## src/rtl/lcd_ctrl_regs.svh

```systemverilog
`ifndef LCD_CTRL_REGS_SVH
`define LCD_CTRL_REGS_SVH

// =====================================
// Register offsets
`define LCD_OFS_CMD 4'h0
`define LCD_OFS_DATA 4'h1
`define LCD_OFS_STATUS 4'h2
`define LCD_OFS_POWER 4'h3
`define LCD_OFS_CONTRAST 4'h4
`define LCD_OFS_PAGE 4'h5
`define LCD_OFS_COLUMN 4'h6
`define LCD_OFS_START 4'h7
`define LCD_OFS_STATIC 4'h8

// =====================================
// Command byte patterns
`define LCD_CMD_DISPLAY 8'b1010_111?
`define LCD_CMD_START_LINE 8'b01??_????
`define LCD_CMD_PAGE 8'b1011_????
`define LCD_CMD_COL_HIGH 8'b0001_????
`define LCD_CMD_COL_LOW 8'b0000_????
`define LCD_CMD_SEG_DIR 8'b1010_000?
`define LCD_CMD_INVERSE 8'b1010_011?
`define LCD_CMD_ALL_ON 8'b1010_010?
`define LCD_CMD_BIAS 8'b1010_001?
`define LCD_CMD_POWER 8'b0010_1???
`define LCD_CMD_COM_DIR 8'b1100_????
`define LCD_CMD_STATIC 8'b1010_110?
`define LCD_CMD_CONTRAST 8'h81
`define LCD_CMD_RATIO 8'h82
`define LCD_CMD_RMW_ENTER 8'he0
`define LCD_CMD_RMW_EXIT 8'hee
`define LCD_CMD_SOFT_RESET 8'he2

// =====================================
// Field positions and limits
`define LCD_COM_DIR_BIT 3
`define LCD_PWR_BOOST_BIT 2
`define LCD_PWR_REG_BIT 1
`define LCD_PWR_FOLLOW_BIT 0
`define LCD_PAGE_MAX 4'h8
`define LCD_COL_MAX 8'h83
`define LCD_SER_LAST_BIT 3'h7

// =====================================
// Reset values
`define LCD_CONTRAST_RST 6'h20
`define LCD_POWER_RST 3'h0
`define LCD_STATIC_RST 2'h0
`define LCD_RATIO_RST 3'h0

// =====================================
// Duty codes and bias denominators
`define LCD_DUTY_65 3'h0
`define LCD_DUTY_49 3'h1
`define LCD_DUTY_53 3'h2
`define LCD_DUTY_55 3'h3
`define LCD_DUTY_33 3'h4
`define LCD_BIAS_9 4'h9
`define LCD_BIAS_8 4'h8
`define LCD_BIAS_7 4'h7
`define LCD_BIAS_6 4'h6
`define LCD_BIAS_5 4'h5

`endif

```

## src/rtl/lcd_ctrl_pkg.sv

```systemverilog
package lcd_ctrl_pkg;

  typedef enum logic [1:0] {
    PEND_NONE,
    PEND_CONTRAST,
    PEND_RATIO,
    PEND_STATIC
  } pend_t;

  typedef struct packed {
    logic display_on;
    logic inverse;
    logic seg_reverse;
    logic [2:0] power_ctrl;
    logic bias_alt;
    logic all_on;
    logic power_saver;
    logic drivers_at_supply;
    logic rmw;
    logic [1:0] static_ind;
    logic [5:0] start_line;
    logic [7:0] column;
    logic [7:0] rmw_column;
    logic [3:0] page;
    logic com_reverse;
    logic [2:0] ratio;
    logic [5:0] contrast;
    pend_t pend;
  } cfg_t;

  typedef struct packed {
    logic booster;
    logic regulator;
    logic follower;
    logic divider_connect;
    logic reg_feedback;
    logic high_power;
    logic [3:0] bias_denom;
    logic [5:0] contrast_step;
  } drive_t;

  typedef struct packed {
    logic [7:0] data;
    logic is_data;
  } ser_byte_t;

endpackage

```

## src/rtl/lcd_serial_rx.sv

```systemverilog
`timescale 1ns/1ps
`default_nettype none
`include "lcd_ctrl_regs.svh"

module lcd_serial_rx
  import lcd_ctrl_pkg::*;
(
  input wire logic i_ref_clk,
  input wire logic i_clk_en,
  input wire logic i_clear,
  input wire logic i_ser_cs_n,
  input wire logic i_ser_clk,
  input wire logic i_ser_data,
  input wire logic i_ser_a0,
  input wire logic i_ack,
  output ser_byte_t o_byte,
  output logic o_valid
);

  logic [7:0] shift, next_shift;
  logic [2:0] count, next_count;
  logic clk_prev, next_clk_prev;
  ser_byte_t held, next_held;
  logic valid, next_valid;

  // =====================================
  // Shift register, first bit is the MSB
  always_comb begin
    next_shift = shift;
    next_count = count;
    next_clk_prev = i_ser_clk;
    next_held = held;
    next_valid = valid && !i_ack;
    if (i_ser_cs_n) begin
      next_count = 3'h0;
    end else if (i_ser_clk && !clk_prev) begin
      next_shift = {shift[6:0], i_ser_data};
      next_count = count + 3'h1;
      if (count == `LCD_SER_LAST_BIT) begin
        next_held.data = {shift[6:0], i_ser_data};
        next_held.is_data = i_ser_a0;
        next_valid = 1'b1;
      end
    end
  end

  always_ff @(posedge i_ref_clk) begin
    if (i_clear) begin
      shift <= 8'h00;
      count <= 3'h0;
      // Follows the pin, no false edge on release
      clk_prev <= i_ser_clk;
      held <= '0;
      valid <= 1'b0;
    end else if (i_clk_en) begin
      shift <= next_shift;
      count <= next_count;
      clk_prev <= next_clk_prev;
      held <= next_held;
      valid <= next_valid;
    end
  end

  assign o_byte = held;
  assign o_valid = valid;

endmodule

`default_nettype wire

```

## src/rtl/lcd_ctrl_reset_power_setup.sv

```systemverilog
`timescale 1ns/1ps
`default_nettype none
`include "lcd_ctrl_regs.svh"

module lcd_ctrl_reset_power_setup
  import lcd_ctrl_pkg::*;
(
  input wire logic i_ref_clk,
  input wire logic i_reset,
  input wire logic i_clk_en,
  input wire logic i_init_pin_n,
  input wire logic [3:0] i_addr,
  input wire logic [7:0] i_wr_data,
  input wire logic i_wr_en,
  input wire logic i_rd_en,
  output logic [7:0] o_rd_data,
  input wire logic i_ser_cs_n,
  input wire logic i_ser_clk,
  input wire logic i_ser_data,
  input wire logic i_ser_a0,
  input wire logic [2:0] i_duty_sel,
  input wire logic i_regulator_resistor_select,
  input wire logic i_drive_strength_select,
  input wire logic i_feedback_input,
  input wire logic i_internal_feedback,
  output logic o_display_on,
  output logic o_inverse,
  output logic o_seg_reverse,
  output logic o_com_reverse,
  output logic o_all_on,
  output logic o_power_saver,
  output logic o_column_drive_outputs_at_supply,
  output logic o_row_drive_outputs_at_supply,
  output logic o_booster_en,
  output logic o_regulator_en,
  output logic o_follower_en,
  output logic o_divider_connect,
  output logic o_reg_feedback,
  output logic o_high_power,
  output logic [3:0] o_bias_denom,
  output logic [5:0] o_contrast,
  output logic [5:0] o_contrast_step,
  output logic [2:0] o_ratio,
  output logic [5:0] o_start_line,
  output logic [7:0] o_column,
  output logic [3:0] o_page,
  output logic o_rmw,
  output logic [1:0] o_static_ind
);

  // =====================================
  // Reset values
  // Full default set
  localparam cfg_t CFG_RST = '{
    display_on: 1'b0,
    inverse: 1'b0,
    seg_reverse: 1'b0,
    power_ctrl: `LCD_POWER_RST,
    bias_alt: 1'b0,
    all_on: 1'b0,
    power_saver: 1'b0,
    drivers_at_supply: 1'b1,
    rmw: 1'b0,
    static_ind: `LCD_STATIC_RST,
    start_line: 6'h00,
    column: 8'h00,
    rmw_column: 8'h00,
    page: 4'h0,
    com_reverse: 1'b0,
    ratio: `LCD_RATIO_RST,
    contrast: `LCD_CONTRAST_RST,
    pend: PEND_NONE
  };

  // Held while the pin is low
  logic hold_reset;
  assign hold_reset = i_reset || !i_init_pin_n;

  // =====================================
  // Serial receiver
  ser_byte_t ser_byte;
  logic ser_valid;
  logic ser_ack;

  lcd_serial_rx u_serial_rx (
    .i_ref_clk(i_ref_clk),
    .i_clk_en(i_clk_en),
    .i_clear(hold_reset),
    .i_ser_cs_n(i_ser_cs_n),
    .i_ser_clk(i_ser_clk),
    .i_ser_data(i_ser_data),
    .i_ser_a0(i_ser_a0),
    .i_ack(ser_ack),
    .o_byte(ser_byte),
    .o_valid(ser_valid)
  );

  // =====================================
  // Command decode
  cfg_t cfg, next_cfg;
  logic bus_cmd, bus_data;
  logic go, is_data;
  logic [7:0] cmd;

  assign bus_cmd = i_wr_en && (i_addr == `LCD_OFS_CMD);
  assign bus_data = i_wr_en && (i_addr == `LCD_OFS_DATA);

  always_comb begin
    next_cfg = cfg;
    go = 1'b0;
    is_data = 1'b0;
    cmd = 8'h00;
    ser_ack = 1'b0;
    // Bus writes first, a serial byte waits a cycle
    if (bus_cmd || bus_data) begin
      go = 1'b1;
      is_data = bus_data;
      cmd = i_wr_data;
    end else if (ser_valid) begin
      go = 1'b1;
      is_data = ser_byte.is_data;
      cmd = ser_byte.data;
      ser_ack = 1'b1;
    end
    if (go && is_data) begin
      if (cfg.column < `LCD_COL_MAX) begin
        next_cfg.column = cfg.column + 8'h01;
      end
    end else if (go) begin
      case (cfg.pend)
        PEND_CONTRAST: begin
          next_cfg.contrast = cmd[5:0];
          next_cfg.pend = PEND_NONE;
        end
        PEND_RATIO: begin
          next_cfg.ratio = cmd[2:0];
          next_cfg.pend = PEND_NONE;
        end
        PEND_STATIC: begin
          next_cfg.static_ind = cmd[1:0];
          next_cfg.pend = PEND_NONE;
        end
        default: begin
          casez (cmd)
            `LCD_CMD_DISPLAY: begin
              next_cfg.display_on = cmd[0];
              if (cmd[0]) begin
                next_cfg.drivers_at_supply = 1'b0;
              end
            end
            `LCD_CMD_START_LINE: next_cfg.start_line = cmd[5:0];
            `LCD_CMD_PAGE: begin
              if (cmd[3:0] <= `LCD_PAGE_MAX) begin
                next_cfg.page = cmd[3:0];
              end
            end
            `LCD_CMD_COL_HIGH: next_cfg.column[7:4] = cmd[3:0];
            `LCD_CMD_COL_LOW: next_cfg.column[3:0] = cmd[3:0];
            `LCD_CMD_SEG_DIR: next_cfg.seg_reverse = cmd[0];
            `LCD_CMD_INVERSE: next_cfg.inverse = cmd[0];
            `LCD_CMD_ALL_ON: next_cfg.all_on = cmd[0];
            `LCD_CMD_BIAS: next_cfg.bias_alt = cmd[0];
            `LCD_CMD_POWER: next_cfg.power_ctrl = cmd[2:0];
            `LCD_CMD_COM_DIR: next_cfg.com_reverse = cmd[`LCD_COM_DIR_BIT];
            `LCD_CMD_STATIC: begin
              if (cmd[0]) begin
                next_cfg.pend = PEND_STATIC;
              end else begin
                next_cfg.static_ind = `LCD_STATIC_RST;
              end
            end
            `LCD_CMD_CONTRAST: next_cfg.pend = PEND_CONTRAST;
            `LCD_CMD_RATIO: next_cfg.pend = PEND_RATIO;
            `LCD_CMD_RMW_ENTER: begin
              next_cfg.rmw = 1'b1;
              next_cfg.rmw_column = cfg.column;
            end
            `LCD_CMD_RMW_EXIT: begin
              next_cfg.rmw = 1'b0;
              if (cfg.rmw) begin
                next_cfg.column = cfg.rmw_column;
              end
            end
            `LCD_CMD_SOFT_RESET: begin
              next_cfg.rmw = CFG_RST.rmw;
              next_cfg.static_ind = CFG_RST.static_ind;
              next_cfg.start_line = CFG_RST.start_line;
              next_cfg.column = CFG_RST.column;
              next_cfg.page = CFG_RST.page;
              next_cfg.com_reverse = CFG_RST.com_reverse;
              next_cfg.contrast = CFG_RST.contrast;
              next_cfg.pend = CFG_RST.pend;
            end
            default: next_cfg = cfg;
          endcase
        end
      endcase
    end
    next_cfg.power_saver = !next_cfg.display_on && next_cfg.all_on;
  end

  always_ff @(posedge i_ref_clk) begin
    if (hold_reset) begin
      cfg <= CFG_RST;
    end else if (i_clk_en) begin
      cfg <= next_cfg;
    end
  end

  // =====================================
  // Supply and drive control
  drive_t drv, next_drv;

  always_comb begin
    next_drv = '0;
    // Individual stage enables, off in saver
    next_drv.booster = cfg.power_ctrl[`LCD_PWR_BOOST_BIT] && !cfg.power_saver;
    next_drv.regulator = cfg.power_ctrl[`LCD_PWR_REG_BIT] && !cfg.power_saver;
    next_drv.follower = cfg.power_ctrl[`LCD_PWR_FOLLOW_BIT] && !cfg.power_saver;
    next_drv.divider_connect = next_drv.regulator && i_regulator_resistor_select;
    next_drv.reg_feedback = i_regulator_resistor_select ? i_internal_feedback : i_feedback_input;
    next_drv.high_power = !i_drive_strength_select;
    next_drv.contrast_step = ~cfg.contrast;
    case (i_duty_sel)
      `LCD_DUTY_65: next_drv.bias_denom = cfg.bias_alt ? `LCD_BIAS_7 : `LCD_BIAS_9;
      `LCD_DUTY_49,
      `LCD_DUTY_53,
      `LCD_DUTY_55: next_drv.bias_denom = cfg.bias_alt ? `LCD_BIAS_6 : `LCD_BIAS_8;
      `LCD_DUTY_33: next_drv.bias_denom = cfg.bias_alt ? `LCD_BIAS_5 : `LCD_BIAS_6;
      default: next_drv.bias_denom = cfg.bias_alt ? `LCD_BIAS_7 : `LCD_BIAS_9;
    endcase
  end

  always_ff @(posedge i_ref_clk) begin
    if (hold_reset) begin
      drv <= '0;
    end else if (i_clk_en) begin
      drv <= next_drv;
    end
  end

  // =====================================
  // Register read port
  logic [7:0] rd_data, next_rd_data;

  always_comb begin
    next_rd_data = 8'h00;
    if (i_rd_en) begin
      case (i_addr)
        `LCD_OFS_STATUS: next_rd_data = {cfg.rmw, cfg.power_saver, cfg.all_on, cfg.display_on,
                                         cfg.inverse, cfg.seg_reverse, cfg.com_reverse,
                                         cfg.drivers_at_supply};
        `LCD_OFS_POWER: next_rd_data = {1'b0, cfg.ratio, 1'b0, cfg.power_ctrl};
        `LCD_OFS_CONTRAST: next_rd_data = {2'h0, cfg.contrast};
        `LCD_OFS_PAGE: next_rd_data = {4'h0, cfg.page};
        `LCD_OFS_COLUMN: next_rd_data = cfg.column;
        `LCD_OFS_START: next_rd_data = {2'h0, cfg.start_line};
        `LCD_OFS_STATIC: next_rd_data = {cfg.pend, 4'h0, cfg.static_ind};
        default: next_rd_data = 8'h00;
      endcase
    end
  end

  always_ff @(posedge i_ref_clk) begin
    if (hold_reset) begin
      rd_data <= 8'h00;
    end else if (i_clk_en) begin
      rd_data <= next_rd_data;
    end
  end

  // =====================================
  // Outputs
  assign o_rd_data = rd_data;
  assign o_display_on = cfg.display_on;
  assign o_inverse = cfg.inverse;
  assign o_seg_reverse = cfg.seg_reverse;
  assign o_com_reverse = cfg.com_reverse;
  assign o_all_on = cfg.all_on;
  assign o_power_saver = cfg.power_saver;
  assign o_column_drive_outputs_at_supply = cfg.drivers_at_supply;
  assign o_row_drive_outputs_at_supply = cfg.drivers_at_supply;
  assign o_booster_en = drv.booster;
  assign o_regulator_en = drv.regulator;
  assign o_follower_en = drv.follower;
  assign o_divider_connect = drv.divider_connect;
  assign o_reg_feedback = drv.reg_feedback;
  assign o_high_power = drv.high_power;
  assign o_bias_denom = drv.bias_denom;
  assign o_contrast = cfg.contrast;
  assign o_contrast_step = drv.contrast_step;
  assign o_ratio = cfg.ratio;
  assign o_start_line = cfg.start_line;
  assign o_column = cfg.column;
  assign o_page = cfg.page;
  assign o_rmw = cfg.rmw;
  assign o_static_ind = cfg.static_ind;

endmodule

`default_nettype wire

```

## config.mk

```make
export PLATFORM = sky130hd
export DESIGN_NAME = lcd_ctrl_reset_power_setup
export DESIGN_NICKNAME = d
export VERILOG_FILES = /design/src/rtl/lcd_ctrl_pkg.sv /design/src/rtl/lcd_serial_rx.sv /design/src/rtl/lcd_ctrl_reset_power_setup.sv
export VERILOG_INCLUDE_DIRS = /design/src /design/src/rtl
export SDC_FILE = /design/constraint.sdc
export NUM_CORES = 1
export LEC_CHECK = 0
export ABC_AREA = 0
export BUFFER_PORTS_ARGS = -buffer_cell sky130_fd_sc_hd__buf_2
export CAP_MARGIN = 5
export CORE_UTILIZATION = 52
export CTS_CLUSTER_DIAMETER = 50
export DETAILED_ROUTE_END_ITERATION = 7
export GPL_TIMING_DRIVEN = 0
export PLACE_DENSITY = 0.74
export REMOVE_ABC_BUFFERS = 1
export SYNTH_ARGS = -nofsm -noshare
export SYNTH_HDL_FRONTEND = slang
export SYNTH_HIERARCHICAL = 1
export SYNTH_SLANG_ARGS = --single-unit
```

## constraint.sdc

```tcl
create_clock -name i_ref_clk -period 2.6 [get_ports i_ref_clk]
set_input_delay 0.26 -clock i_ref_clk [delete_from_list [all_inputs] [get_ports i_ref_clk]]
set_output_delay 0.26 -clock i_ref_clk [all_outputs]
set_load 0.1 [all_outputs]
```

==> key figures <==
Die
  – Full die area: 0.01107 mm^2
  – Die width: 105.2 um
  – Starting density of the core: 53.64%
  – Die height: 105.2 um
  – Core Region: 0.01032 mm^2
  – Row count: 37
  – # IOs: 91

Clocking
  – Clk Latency, worst-skew pair: 0.36 ns
  – Reg clk slew, reported paths: 0.10 ns
  – CTS tree: built
  – CTS Root Cell: clkbuf_8
  – Cts bufs inserted: 9
  – Clock sink total: 96
  – Worst-case clock buffer depth: 2
  – H-tree depth: 3
  – Hold-fix buffers, CTS: 0

Timing
  – Min Hold Slack: 0.07510 ns
  – Unrepaired setup endpoints after global routing: yes
  – Fin. Hold Viols: 0
  – Worst Clk Skew: 0.009252 ns
  – Slew @ Worst Pin: 0.9528 ns
  – Fin crit period: 2.581 ns
  – Final Cycle Share: 99.25%
  – FMAX: 387.5 MHz
  – Worst setup margin: 0.01944 ns
  – Pins Over Slew Limit: 0
  – Final setup fails: 0
  – Max-Slew Margin vs Limit: 36.20%

Worst setup path
  – CP Class: in -> reg
  – CP Data Required Time: 2.86 ns
  – Cell family with most CP delay: compound AO/OA/AOI/OAI gates
  – Worst Path Max Fanout: 14
  – Startpoint type of the worst setup path: primary input
  – CP peak stage delay: 0.58 ns
  – Cells along the critical path: clkbuf_4 > or4b_4 > buf_12 > mux2_4 > buf_4 > a211oi_4 > nor4_1 > a311o_1 > a32o_1
  – Worst EP arrival: 2.84 ns
  – FF-to-FF setup slack: 0.12 ns
  – Worst Setup End Kind: register
  – WP buf/inv: 3
  – Slowest CP cell: or4b_4

Final layout
  – N_diodes: 0
  – Share of layout cells above drive strength 1: 24.43%
  – Register area: 0.001936 mm^2
  – Filler cells: 888
  – Final Util: 59.90%
  – Final net count: 727
  – Design Area, Final: 0.006183 mm^2
  – Area added between synthesis and finish: 11.66%
  – Area of the multi-input gates: 0.003246 mm^2

Pwr
  – Power after layout: 0.002674 W
  – Pwr/cell area: 432.4 mW/mm^2
  – Pleak: 2.395 nW
  – Internal power: 0.001942 W
  – Clk pwr share: 34.5%
  – Sequential Power Share: 55.6%
  – Max IR drop VDD: 269.7 uV
  – Sw Ratio: 27.36%
  – Combinational power share: 9.9%
  – Sw power: 0.0007317 W

Synthesis
  – Post-synth EDFFs: 1
  – Share of the synthesized area in the top cell type: 34.34%
  – Post-Synthesis Cells: 644
  – Most frequent cell after synthesis: dfxtp_1
  – Cell taking the most area after synthesis: dfxtp_1
  – Syn Area/Cell: 8.599 um^2
  – Mapped Area: 0.005538 mm^2
  – Synth async-reset ratio: 0%
  – Commonest cells post-synth: dfxtp_1, nor2_1, mux2i_1, nand2_1, a21oi_1
  – Synth area leaders: dfxtp_1, mux2i_1, nor2_1
  – Netlist cell types: 77
  – Synth Register Bits: 96
  – YS warnings: 6
  – Prevailing post-synth register cell: dfxtp_1
  – Post-synthesis sequential area ratio: 34.88%

Drt
  – 1st-iter DRT viols: 519
  – Antenna-violating nets left: 0
  – DRT Wirelength: 14380 um
  – Drt via density: 6.040
  – Vias: 5025
  – Wire per inst: 17.29 um
  – DRC: 0
  – DRT Pass-1 Iters: 5

Global route
  – First-pass GRT wire length: 23080 um
  – Total GRT Usage: 26.21%
  – Vias in the first global route: 4557
  – Total congestion overflow: 0
  – Largest net degree at the start of global routing: 99
  – Initial antenna violation count: 0

Run
  – Max Cap Viol: 0

Outcome
  – Status: complete, no violations

Placement
  – Placement Setup Slack: -0.8229 ns
  – Placed instance area: 0.005761 mm^2
  – I/O Buffers: 90
  – DP HPWL: 9942 um
  – Placer Congestion: 0.8986

Min path
  – Min-delay worst type: in -> reg
state kept, by name, indices dropped and copies added, names as in the netlist, 2 cells and up:
register	flops
o_start_line	6
o_ratio	3
o_contrast_step	6
u_serial_rx/shift	7
o_rd_data	8
o_column	8
u_serial_rx/o_byte	9
cfg	14
o_page	4
o_static_ind	2
o_bias_denom	4
o_contrast	6
u_serial_rx/count	3
cell families (layout without fill, tap and decap cells):
group	Yosys count	in the layout	share of synthesized area [%]
AO/OA/AOI/OAI	147	147	19.52
XOR/XNOR	2	2	0.3164
adder cells (fa/ha/maj)	7	7	1.581
buffers and inverters	85	136	8.789
flip-flops	96	96	34.88
multiplexers	57	57	11.16
AND/OR/NAND/NOR	250	251	23.75
path summary, 6_finish.rpt:
check                                              from  depth (start not counted)                 to
worst max-delay path                          i_addr[1]                          9        o_column[2]
worst max register to register                   cfg[0]                          9        o_column[3]
worst min-delay path            i_drive_strength_select                          2       o_high_power
worst min register to register        o_divider_connect                          2  o_divider_connect
area by class of cell:
type                       instances  share of cell area (%)
multi-input combinational        464                   52.49
sequential                        96                   31.30
timing repair buffer             105                   9.591
tap                              136                   2.752
clock buffer                      11                   2.287
inverter                          15                  0.9510
clock inverter                     5                  0.6273
metrics by stage:
| stage | setup TNS, ns | cells |
|---|---|---|
| 2_1_floorplan | -33.09 | 574 |
| 3_3_place_gp | -144.57 | 800 |
| 3_5_place_dp | -20.69 | 802 |
| 4_1_cts | 0 | 821 |
| 5_1_grt | -0.1505 | 832 |
| 6_report | 0 | 832 |
worst reg2reg max path: stages, from the launching register on:
cell      delay (ns)
dfxtp_1         0.45
inv_1           0.10
ha_1            0.27
and3b_1         0.20
mux2_2          0.36
nand2_4         0.21
o211ai_1        0.13
buf_4           0.19
and2_1          0.19
a32o_1          0.26
layer usage:
metal	global-route usage, %	vias up	routed length, um
met1	33.94	2365	6211
met2	42.48	239	6824
li1	-	2388	-
met5	0	-	0
met3	4.928	33	967
met4	11.27	0	379
power groups by stage:
stage / clock network (W) / registers, W / logic [W]
2_1_floorplan: 0 / 0.00158 / 0.0000996
3_3_place_gp: 0 / 0.00152 / 0.000241
3_5_place_dp: 0 / 0.00152 / 0.000247
4_1_cts: 0.000943 / 0.00149 / 0.000253
5_1_grt: 0.00101 / 0.00149 / 0.000283
6_report: 0.000923 / 0.00149 / 0.000265
placed cells by master, fill, tap and decap left out, drive strengths merged, types with 13 or more instances in the layout:
cell    Yosys  final
a211oi     23     23
a21oi      37     37
buf        45    103
clkbuf     25     13
dfxtp      95     95
inv        15     18
mux2i      46     46
nand2      40     40
nand2b     24     24
nor2       90     90
nor2b      14     14
o21ai      26     26
what timing repair did:
action                     4_1_cts  5_1_grt
gates resized for setup          8       13
gates cloned                     1        0
pin swaps                        3        6
setup endpoints to repair       40       22
setup buffers                    2       11
Power figures use the tool's default switching activity.
